## src/logic/lvd_pkg.sv

```systemverilog
/*
 Constants, field positions, reset values, timing counts and state types of the
 low-voltage detector control block.
 Assumes a 100 MHz mclk and a 32-bit APB master with 8-bit addresses.
*/
package lvd_pkg;
   // Register byte addresses
   localparam logic [7:0] LVD_CTRL_OFF = 8'h00;
   localparam logic [7:0] LVD_IRQC_OFF = 8'h04;
   localparam logic [7:0] LVD_STAT_OFF = 8'h08;
   localparam logic [7:0] LVD_MASK_OFF = 8'h0c;

   // low_voltage_control_reg fields
   localparam int CTRL_THR_LSB = 0;
   localparam int CTRL_EN_BIT = 4;
   localparam int CTRL_FLAG_BIT = 5;
   // Interrupt control register fields
   localparam int IRQC_FLAG_BIT = 0;
   localparam int IRQC_LVE_BIT = 1;
   localparam int IRQC_GRPE_BIT = 2;
   localparam int IRQC_GIE_BIT = 3;
   localparam int IRQC_GRPF_BIT = 4;
   localparam int IRQC_SETTLED_BIT = 5;
   // Event status and mask fields
   localparam int STAT_LOW_BIT = 0;
   localparam int STAT_IRQ_BIT = 1;
   localparam int STAT_WAKE_BIT = 2;

   // Reset values
   localparam logic [2:0] THR_RST = 3'h0;
   localparam logic EN_RST = 1'b0;
   localparam logic [2:0] MASK_RST = 3'h0;

   // Timing
   localparam int CLK_PERIOD_NS = 10;
   localparam int SETTLE_NS = 2000;
   localparam int IRQ_DELAY_NS = 1000;
   localparam int SETTLE_CYC = (SETTLE_NS + CLK_PERIOD_NS - 1) / CLK_PERIOD_NS;
   localparam int IRQ_CYC = (IRQ_DELAY_NS + CLK_PERIOD_NS - 1) / CLK_PERIOD_NS;

   // Trip level in millivolts for a threshold code
   function automatic logic [11:0] threshold_mv(input logic [2:0] sel);
      case (sel)
         3'h0: threshold_mv = 12'd2000;
         3'h1: threshold_mv = 12'd2200;
         3'h2: threshold_mv = 12'd2400;
         3'h3: threshold_mv = 12'd2700;
         3'h4: threshold_mv = 12'd3000;
         3'h5: threshold_mv = 12'd3300;
         3'h6: threshold_mv = 12'd3600;
         default: threshold_mv = 12'd4000;
      endcase
   endfunction : threshold_mv

   typedef enum logic [1:0] {
      LVD_BUS_IDLE,
      LVD_BUS_ACCESS
   } lvd_bus_t;

   typedef struct packed {
      logic [2:0] thr;
      logic en;
      logic flag;
      logic irq_flag;
      logic low_voltage_irq_enable;
      logic grpe;
      logic gie;
      logic grpf;
      logic irq_done_prev;
      logic [2:0] status;
      logic [2:0] mask;
      lvd_bus_t bus;
      logic pready;
      logic pslverr;
      logic [31:0] prdata;
      logic irq;
      logic mf_req;
      logic wake;
   } lvd_state_t;

   typedef struct packed {
      logic [12:0] cnt;
      logic done;
   } lvd_dly_state_t;
endpackage : lvd_pkg

```

## src/logic/lvd_ctrl.sv

```systemverilog
/*
 Low-voltage detector control: APB register file, supply comparison, qualified
 interrupt request into a multi-function group, wake-up and event interrupt.
 Assumes supply_mv is a synchronous digital reading of the supply in millivolts
 and that the core pulses irq_ack for one cycle when it takes the group vector.
*/
`timescale 1ns/1ps
module lvd_ctrl import lvd_pkg::*; (
   input wire logic mclk,
   input wire logic rstn,
   input wire logic psel,
   input wire logic penable,
   input wire logic pwrite,
   input wire logic [7:0] paddr,
   input wire logic [31:0] pwdata,
   output logic [31:0] prdata,
   output logic pready,
   output logic pslverr,
   input wire logic [11:0] supply_mv,
   input wire logic sleep_mode,
   input wire logic stack_full,
   input wire logic irq_ack,
   output logic detector_power_on,
   output logic reference_on,
   output logic [2:0] threshold_select,
   output logic mf_irq_req,
   output logic wake_req,
   output logic irq
);
   logic [1:0] rst_sync_q;
   logic rst_n;
   lvd_state_t s_q;
   lvd_state_t s_d;
   logic settle_done;
   logic irq_done;
   logic setup;
   logic access;
   logic wr_ctrl;
   logic wr_irqc;
   logic rd_stat;
   logic below;
   logic irq_set;
   logic irq_rise;
   logic [2:0] events;

   always_ff @(posedge mclk or negedge rstn) begin
      if (!rstn) begin
         rst_sync_q <= 2'b00;
      end else begin
         rst_sync_q <= {rst_sync_q[0], 1'b1};
      end
   end
   assign rst_n = rst_sync_q[1];

   // Settled status rises once the enable has stood for the settle time
   lvd_delay #(.CYC(SETTLE_CYC)) u_settle (
      .mclk(mclk),
      .rst_n(rst_n),
      .arm(s_q.en),
      .done(settle_done)
   );

   // Request raised only after the flag has stood for irq_delay
   lvd_delay #(.CYC(IRQ_CYC)) u_irq_dly (
      .mclk(mclk),
      .rst_n(rst_n),
      .arm(s_q.flag),
      .done(irq_done)
   );

   function automatic logic [2:0] bus_bits(input logic [31:0] w, input int lsb);
      bus_bits = w[lsb +: 3];
   endfunction : bus_bits

   always_comb begin
      setup = psel && !penable;
      access = psel && penable && s_q.pready;
      wr_ctrl = access && pwrite && paddr == LVD_CTRL_OFF;
      wr_irqc = access && pwrite && paddr == LVD_IRQC_OFF;
      rd_stat = access && !pwrite && paddr == LVD_STAT_OFF;
      // Unfiltered comparison, it may chatter near the trip level
      below = s_q.en && (supply_mv < threshold_mv(s_q.thr));
      irq_set = irq_done && !s_q.irq_done_prev;
   end

   always_comb begin
      s_d = s_q;
      events = 3'h0;
      s_d.pready = 1'b0;
      s_d.pslverr = 1'b0;

      case (s_q.bus)
         LVD_BUS_IDLE: begin
            if (setup) begin
               s_d.bus = LVD_BUS_ACCESS;
               s_d.pready = 1'b1;
               s_d.prdata = 32'h0;
               case (paddr)
                  LVD_CTRL_OFF: begin
                     // Bits 7, 6 and 3 stay zero
                     s_d.prdata[CTRL_THR_LSB +: 3] = s_q.thr;
                     s_d.prdata[CTRL_EN_BIT] = s_q.en;
                     s_d.prdata[CTRL_FLAG_BIT] = s_q.flag;
                  end
                  LVD_IRQC_OFF: begin
                     s_d.prdata[IRQC_FLAG_BIT] = s_q.irq_flag;
                     s_d.prdata[IRQC_LVE_BIT] = s_q.low_voltage_irq_enable;
                     s_d.prdata[IRQC_GRPE_BIT] = s_q.grpe;
                     s_d.prdata[IRQC_GIE_BIT] = s_q.gie;
                     s_d.prdata[IRQC_GRPF_BIT] = s_q.grpf;
                     s_d.prdata[IRQC_SETTLED_BIT] = settle_done;
                  end
                  LVD_STAT_OFF: begin
                     s_d.prdata[2:0] = s_q.status;
                  end
                  LVD_MASK_OFF: begin
                     s_d.prdata[2:0] = s_q.mask;
                  end
                  default: begin
                     s_d.pslverr = 1'b1;
                  end
               endcase
            end
         end
         LVD_BUS_ACCESS: begin
            s_d.bus = LVD_BUS_IDLE;
         end
         default: begin
            s_d.bus = LVD_BUS_IDLE;
         end
      endcase

      if (wr_ctrl) begin
         // The flag position of the write data is dropped
         s_d.thr = bus_bits(pwdata, CTRL_THR_LSB);
         s_d.en = pwdata[CTRL_EN_BIT];
      end
      if (access && pwrite && paddr == LVD_MASK_OFF) begin
         s_d.mask = pwdata[2:0];
      end

      s_d.flag = below;

      if (wr_irqc) begin
         // Writing 1 before sleep suppresses the later wake edge
         s_d.irq_flag = pwdata[IRQC_FLAG_BIT];
         s_d.low_voltage_irq_enable = pwdata[IRQC_LVE_BIT];
         s_d.grpe = pwdata[IRQC_GRPE_BIT];
         s_d.gie = pwdata[IRQC_GIE_BIT];
         s_d.grpf = pwdata[IRQC_GRPF_BIT];
      end
      if (irq_ack) begin
         // Source flag is left for software to clear
         s_d.gie = 1'b0;
         s_d.grpf = 1'b0;
      end
      s_d.irq_done_prev = irq_done;
      if (irq_set) begin
         s_d.irq_flag = 1'b1;
      end
      // Request enters the shared group flag
      if (irq_set && s_d.low_voltage_irq_enable) begin
         s_d.grpf = 1'b1;
      end

      irq_rise = s_d.irq_flag && !s_q.irq_flag;
      s_d.mf_req = s_d.gie && s_d.low_voltage_irq_enable && s_d.grpe && s_d.grpf && !stack_full;
      // Wake on any rising request flag, enables not consulted
      s_d.wake = irq_rise && sleep_mode;

      events[STAT_LOW_BIT] = below && !s_q.flag;
      events[STAT_IRQ_BIT] = irq_rise;
      events[STAT_WAKE_BIT] = s_d.wake;
      // Read clears, a new event in the same cycle survives
      s_d.status = (s_q.status & {3{!rd_stat}}) | events;
      s_d.irq = |(s_d.status & s_d.mask);
   end

   always_ff @(posedge mclk or negedge rst_n) begin
      if (!rst_n) begin
         s_q <= '0;
         s_q.thr <= THR_RST;
         s_q.en <= EN_RST;
         s_q.mask <= MASK_RST;
         s_q.bus <= LVD_BUS_IDLE;
      end else begin
         s_q <= s_d;
      end
   end

   assign prdata = s_q.prdata;
   assign pready = s_q.pready;
   assign pslverr = s_q.pslverr;
   // Detector and its reference share the enable, also in power-down
   assign detector_power_on = s_q.en;
   assign reference_on = s_q.en;
   assign threshold_select = s_q.thr;
   assign mf_irq_req = s_q.mf_req;
   assign wake_req = s_q.wake;
   assign irq = s_q.irq;
endmodule : lvd_ctrl

```

## src/logic/lvd_delay.sv

```systemverilog
/*
 Qualifying delay: done rises after arm has been high for CYC cycles and falls
 as soon as arm falls.
 Assumes arm is synchronous to mclk.
*/
`timescale 1ns/1ps
module lvd_delay import lvd_pkg::*; #(
   parameter int CYC = 1
) (
   input wire logic mclk,
   input wire logic rst_n,
   input wire logic arm,
   output logic done
);
   lvd_dly_state_t s_q;
   lvd_dly_state_t s_d;

   always_comb begin
      s_d = s_q;
      if (!arm) begin
         s_d.cnt = 13'h0;
         s_d.done = 1'b0;
      end else if (s_q.cnt >= 13'(CYC - 1)) begin
         s_d.done = 1'b1;
      end else begin
         s_d.cnt = s_q.cnt + 13'h1;
      end
   end

   always_ff @(posedge mclk or negedge rst_n) begin
      if (!rst_n) begin
         s_q <= '0;
      end else begin
         s_q <= s_d;
      end
   end

   assign done = s_q.done;
endmodule : lvd_delay

```

## config.mk

```make
export PLATFORM = sky130hd
export DESIGN_NAME = lvd_ctrl
export DESIGN_NICKNAME = d
export VERILOG_FILES = /design/src/logic/lvd_pkg.sv /design/src/logic/lvd_ctrl.sv /design/src/logic/lvd_delay.sv
export SDC_FILE = /design/constraint.sdc
export NUM_CORES = 1
export LEC_CHECK = 0
export BUFFER_PORTS_ARGS = -buffer_cell sky130_fd_sc_hd__buf_2
export CAP_MARGIN = 10
export CORE_MARGIN = 10
export CORE_UTILIZATION = 46
export CTS_BUF_LIST = sky130_fd_sc_hd__clkbuf_4 sky130_fd_sc_hd__clkbuf_8 sky130_fd_sc_hd__clkbuf_16
export CTS_CLUSTER_DIAMETER = 200
export DETAILED_ROUTE_END_ITERATION = 6
export PLACE_DENSITY = 0.78
export SLEW_MARGIN = 20
export SYNTH_ARGS = -nofsm -noshare
export SYNTH_HDL_FRONTEND = slang
export SYNTH_SLANG_ARGS = --single-unit
```

## constraint.sdc

```tcl
create_clock -name mclk -period 1.85 [get_ports mclk]
set_input_delay 0.2775 -clock mclk [delete_from_list [all_inputs] [get_ports mclk]]
set_output_delay 0.2775 -clock mclk [all_outputs]
set_load 0.005 [all_outputs]
```

==> impl_metrics.py, run 1 <==
metrics = {
    "run_status": {
        "outcome": "finished, violations left",
        "violations": "setup timing",
    },
    "worst_setup_path": {
        "r2r-start": "threshold_select[2]",
        "cp-startpoint": "threshold_select[2]",
        "path_class": "flip-flop to flip-flop",
        "crit_family": "compound AO/OA/AOI/OAI gates",
        "crit_chain": "buf_6 -> nor2_2 -> nor2_1 -> ha_1 -> nand3_2 -> a211oi_2 -> o21ai_2 -> a22oi_2 -> buf_4 -> inv_2",
        "crit_slowest_cell": "dfrtp_2",
        "crit_arrival_ps": 2240,
        "critPathBufInv": 3,
        "max_stage_delay_ps": 470,
        "path_max_fanout": 6,
        "crit_path_end_kind": "flip-flop",
        "startpoint_type": "flip-flop",
        "crit_required_ps": 2090,
    },
    "synth": {
        "synthAdderAreaFrac_pct": 4.25,
        "synth_xor_area_share_pct": 3.52,
        "syn_area_um2": 3240,
        "synthArstFlopShare_pct": 100,
        "synth_seq_cells": 59,
        "synthCells": 316,
        "synthMuxAreaShare_pct": 7.38,
        "synth_top_cell_by_area": "dfrtp_1",
        "synth_top_family_by_area": "simple AND/OR/NAND/NOR gates",
        "ys.warnings.count": 0,
        "yosysSeqAreaShare_pct": 45.6,
        "post-synth-top-count-cell": "dfrtp_1",
        "synth_area_leaders": "dfrtp_1 46%, buf_4 8.3%, and2_1 4.4%, ha_1 4.3%, nand2_1 3.6%",
        "synth-edff-count": 0,
        "synth_compound_area_share_pct": 7.19,
        "avgSynthCellArea_um2": 10.2,
        "synth_top_area_share_pct": 45.6,
        "synthDistinctLibCells": 50,
        "synth-simple-area-share_pct": 21.0,
        "ys_top_cells_by_count": "59 x dfrtp_1, 36 x buf_4, 31 x nand2_1",
        "synth_ff_type": "dfrtp_1",
    },
    "floorplanning": {
        "ios": 102,
        "rows": 30,
        "initial_utilization_pct": 47.4,
        "die_width_um": 104,
        "die_area_um2": 10800,
        "coreArea_um2": 6830,
        "die_y_um": 104,
    },
    "min_path": {
        "hp-class": "input pin to flip-flop",
        "holdCritStartpoint": "irq_ack",
    },
    "route": {
        "detail-route-antenna-nets": 0,
        "wl_um": 7530,
        "drc": 0,
        "dr.first_iter.drc_count": 125,
        "vias": 2487,
        "first_pass_iters": 4,
        "wl_per_cell_um": 15.4,
        "viasPerCell": 5.09,
    },
    "cts": {
        "clkTransAtPathRegs_ps": 70,
        "ctsRootBufferMaster": "clkbuf_8",
        "htree_levels": 3,
        "cts_tree": "yes",
        "cts.sinks": 59,
        "insertion_delay_ps": 340,
        "clock_path_buffers": 2,
        "cts_buffers": 9,
    },
    "power": {
        "p_leak_nw": 2.07,
        "power_density_nw_per_um2": 625,
        "vdd_drop_max_v": 0.000489,
    },
    "finish": {
        "n_antenna_cell": 0,
        "final_nets": 459,
        "instances_no_fill": 489,
        "drive_above_1_share_pct": 37.4,
        "fill_cells": 547,
        "syn2layout_area_growth_pct": 23.8,
    },
    "flow_run": {
        "maxCapViolCount": 0,
    },
    "sta": {
        "setup_viol": 2,
        "relSlewSlack_pct": 64.0,
        "whs_ps": 124,
        "rsz0062_at_grt": "yes",
        "hold_viol_final": 0,
        "worstMarginPinSlew_ps": 539,
        "timing.final.crit_share_pct": 108,
        "skew_ps": 11.6,
        "fmax_ghz": 0.499,
        "slew_violations": 0,
        "finalCriticalPeriod_ps": 2000,
        "fin_ws_ps": -154,
    },
    "place": {
        "routabilityCongestion": 0.861,
        "dpl.cell_count": 462,
        "portBuffers": 46,
        "dp_hpwl_um": 5190,
    },
    "global_route": {
        "grt_max_degree": 58,
        "grt_antenna_before_repair": 0,
        "grt_pass1_wl_um": 12100,
        "grt_pass1_vias": 2538,
        "grt_overflow": 0,
        "grt_usage_pct": 13.5,
    },
}
==> final timing paths <==
check,endpoint,slack [ps],cells past startpoint
worst max-delay path,s_q[42],-150,10
worst min-delay path,s_q[46],120,2
worst max register to register,s_q[42],-150,10
worst min register to register,irq,250,1
max in group asynchronous,threshold_select[2],1330,1
min in group asynchronous,rst_sync_q[1],250,2
==> power by group <==
| part | total, mW | switching [mW] | internal, mW |
|---|---|---|---|
| clock network | 1.04 | 0.549 | 0.488 |
| logic | 0.165 | 0.101 | 0.0640 |
| registers | 1.30 | 0.00524 | 1.30 |
==> layout make-up <==
cell class / count / area, um^2 / area share (%)
well taps: 96 / 120 / 3.00
multi-input cells: 225 / 1650 / 41.1
inverters: 11 / 41.3 / 1.03
clock buffers: 9 / 124 / 3.09
flip-flops and latches: 59 / 1480 / 37.0
repair buffers: 82 / 539 / 13.5
clock inverters: 7 / 52.6 / 1.31
==> stage by stage <==
stage          cell area, um^2  setup slack (ps)  TNS [ps]  power, mW  util, %
6_report                  4010              -154      -285       2.51     58.7
5_1_grt                   4010              -238      -572       2.62     58.7
4_1_cts                   3870             -97.9      -137       2.52     56.6
3_5_place_dp              3580              -241      -978       1.48     52.4
3_3_place_gp              3580              -176      -580       1.47     52.4
2_1_floorplan             3360              2.86         0       1.44        -
==> sequential cells by signal, summed over array words and instances, names as in the netlist, 2 cells and up <==
register          flops
s_q                  14
u_irq_dly.s_q        13
u_settle.s_q         13
prdata                6
threshold_select      3
rst_sync_q            2
==> logic make-up (layout without fill, tap and decap cells) <==
group | Yosys count | after routing
AND/OR/NAND/NOR | 123 | 123
flip-flops | 59 | 59
buffers and inverters | 57 | 109
AO/OA/AOI/OAI | 32 | 32
multiplexers | 19 | 19
XOR/XNOR | 13 | 13
adder cells (fa/ha/maj) | 11 | 11
other | 2 | 27
==> layout by cell type, fill, tap and decap left out, types with 4 or more instances in the layout <==
cell	n
nand3_1	9
ha_1	11
o21a_1	4
conb_1	27
clkinvlp_4	4
xor2_1	10
mux2_2	5
dfrtp_1	55
and2_1	23
buf_2	46
buf_4	30
dfrtp_2	4
nor3_1	6
nand4_1	7
nand2_1	31
clkbuf_8	9
mux2i_1	10
nor2_1	11
inv_1	9
o21ai_0	4
==> metal layers <==
metal	wire (um)	vias up	track usage [%]	part of all wire (%)
met5	0	-	0	0
met4	95	0	5.67	1.3
met3	623	11	6.13	8.3
met2	3670	96	20.9	49
met1	3150	1210	15.7	42
li1	-	1170	-	-
==> timing repair <==
item                                   CTS  global route
hold buffers                             1             0
pin swaps                               10            10
endpoints found under the hold margin    2             0
setup endpoints to repair               11            14
gates resized for setup                 21            16
buffers inserted                         4             6
Power figures use the tool's default switching activity.
==> inputs of run 2 (changes only) <==
--- a/config.mk
+++ b/config.mk
@@ -8,11 +8,11 @@
 export BUFFER_PORTS_ARGS = -buffer_cell sky130_fd_sc_hd__buf_2
 export CAP_MARGIN = 10
 export CORE_MARGIN = 10
-export CORE_UTILIZATION = 46
+export CORE_UTILIZATION = 50
 export CTS_BUF_LIST = sky130_fd_sc_hd__clkbuf_4 sky130_fd_sc_hd__clkbuf_8 sky130_fd_sc_hd__clkbuf_16
 export CTS_CLUSTER_DIAMETER = 200
 export DETAILED_ROUTE_END_ITERATION = 6
-export PLACE_DENSITY = 0.78
+export PLACE_DENSITY = 0.8
 export SLEW_MARGIN = 20
 export SYNTH_ARGS = -nofsm -noshare
 export SYNTH_HDL_FRONTEND = slang
==> constraint.sdc (replaced) <==
create_clock -name mclk -period 2.39 [get_ports mclk]
set_input_delay 0.3585 -clock mclk [delete_from_list [all_inputs] [get_ports mclk]]
set_output_delay 0.3585 -clock mclk [all_outputs]
set_load 0.005 [all_outputs]
==> run 2 against run 1 <==
The flow now finishes without violations. Via count is 7.5% lower. Fmax is 9.3% lower. Final cell count is 11% lower. Critical path type unchanged.
==> impl_metrics.py, run 2 (same netlist as run 1, synthesis figures left out) <==
metrics = {
    "run_status": {
        "outcome": "finished clean",
    },
    "sta": {
        "fin_ws_ps": 179,
        "timing.final.crit_share_pct": 92.5,
        "whs_ps": 211,
        "relSlewSlack_pct": 53.5,
        "rsz0062_at_grt": "no",
        "setup_viol": 0,
        "hold_viol_final": 0,
        "skew_ps": 8.12,
        "fmax_ghz": 0.452,
        "finalCriticalPeriod_ps": 2210,
        "finalSetupTns_ps": 0,
        "slew_violations": 0,
        "worstMarginPinSlew_ps": 697,
    },
    "place": {
        "routabilityCongestion": 0.832,
        "dp_hpwl_um": 5160,
        "portBuffers": 46,
        "pre_cts_slack_ps": 214,
    },
    "floorplanning": {
        "die_y_um": 100,
        "die_area_um2": 10100,
        "die_width_um": 100,
        "rows": 29,
        "ios": 102,
        "initial_utilization_pct": 51.3,
        "coreArea_um2": 6310,
    },
    "cts": {
        "insertion_delay_ps": 330,
        "clock_path_buffers": 2,
        "htree_levels": 3,
        "cts.sinks": 59,
        "cts_buffers": 9,
        "clkTransAtPathRegs_ps": 70,
        "post_cts_buffers": 0,
        "cts_tree": "yes",
        "ctsRootBufferMaster": "clkbuf_8",
    },
    "global_route": {
        "grt_antenna_before_repair": 0,
        "grt_pass1_wl_um": 11000,
        "grt_usage_pct": 13.5,
        "grt_pass1_vias": 2283,
        "grt_overflow": 0,
        "grt_max_degree": 34,
    },
    "route": {
        "wl_per_cell_um": 15.3,
        "drc": 0,
        "dr.first_iter.drc_count": 97,
        "detail-route-antenna-nets": 0,
        "viasPerCell": 5.26,
        "wl_um": 6680,
        "vias": 2300,
        "first_pass_iters": 4,
    },
    "power": {
        "power_density_nw_per_um2": 547,
        "vdd_drop_max_v": 0.000348,
        "power_mw": 1.95,
        "p_leak_nw": 1.87,
    },
    "finish": {
        "fin_util_pct": 56.4,
        "multiInputGateArea_um2": 1500,
        "n_antenna_cell": 0,
        "final_common_cell": "dfrtp_1",
        "fill_cells": 552,
        "reg_top3": "s_q (14), u_irq_dly.s_q (13), u_settle.s_q (13)",
        "top_register": "s_q",
        "seq_area_um2": 1480,
        "syn2layout_area_growth_pct": 10.0,
        "final_cell_mix": "56 x dfrtp_1, 46 x buf_2, 31 x nand2_1",
        "final_nets": 426,
        "drive_above_1_share_pct": 23.6,
        "largest_register_ffs": 14,
    },
    "worst_setup_path": {
        "crit_path_end_kind": "flip-flop",
        "crit_chain": "nor2b_1 -> xnor2_1 -> ha_1 -> nand3_1 -> a211oi_1 -> o21ai_0 -> a22oi_1 -> o221ai_1",
        "crit_arrival_ps": 2400,
        "max_stage_delay_ps": 550,
        "path_max_fanout": 12,
        "crit_slowest_cell": "dfrtp_1",
        "path_class": "flip-flop to flip-flop",
        "crit_required_ps": 2580,
        "startpoint_type": "flip-flop",
        "r2r_slack_ps": 180,
    },
    "min_path": {
        "hp-class": "input pin to flip-flop",
    },
    "flow_run": {
        "maxCapViolCount": 0,
    },
}
[run 2: changes by cell type in the layout (fill, tap and decap cells not counted), sizes merged]
cell / previous run / this run
buf: 81 / 48
clkbuf: 9 / 14
clkinvlp: 4 / 0
inv: 12 / 11
[run 2: area by class of cell]
cell class	instances	share of cell area (%)
inverters	11	1.16
flip-flops and latches	59	41.6
clock inverters	2	0.281
well taps	77	2.71
clock buffers	14	4.88
multi-input cells	225	42.2
repair buffers	49	7.17
[run 2: path summary, 6_finish.rpt]
check | depth (start not counted) | endpoint | startpoint
max | 8 | irq | threshold_select[1]
min | 2 | s_q[46] | irq_ack
max reg2reg | 8 | irq | threshold_select[1]
min reg2reg | 0 | s_q[41] | rst_sync_q[1]
max in group asynchronous | 1 | u_settle.s_q[6] | rst_sync_q[1]
min in group asynchronous | 0 | s_q[41] | rst_sync_q[1]
[run 2: per-stage QoR]
stage | cell area [um^2] | std cells
finish | 3560 | 437
global route | 3560 | 437
CTS | 3560 | 437
detailed placement | 3360 | 420
global placement | 3360 | 420
floorplan | 3330 | 341
[run 2: critical path, delay by kind of cell (launching register included)]
| family | cells | cell delay, ps |
|---|---|---|
| compound gates | 4 | 780 |
| flops | 1 | 550 |
| simple gates | 2 | 350 |
| fa+ha+maj | 1 | 290 |
| xor+xnor | 1 | 100 |
[run 2: repair_timing]
| item | CTS | global route |
|---|---|---|
| setup endpoints to repair | 0 | 1 |
| gates resized for setup | 0 | 2 |
| hold buffers | 1 | 0 |
| endpoints found under the hold margin | 2 | 0 |
[run 2: per-layer routing]
layer,wire [um],GRT usage (%),part of all wire (%)
met1,2770,16.4,41
met2,3170,21.0,47
met3,698,5.97,10
met4,45,4.02,0.67
met5,0,0,0
[run 2: report_power, final]
part           internal, mW  total [mW]  switching (mW)
clock                 0.464       0.826           0.362
combinational        0.0405       0.102          0.0618
sequential             1.01        1.02          0.0137
total                  1.51        1.95           0.438
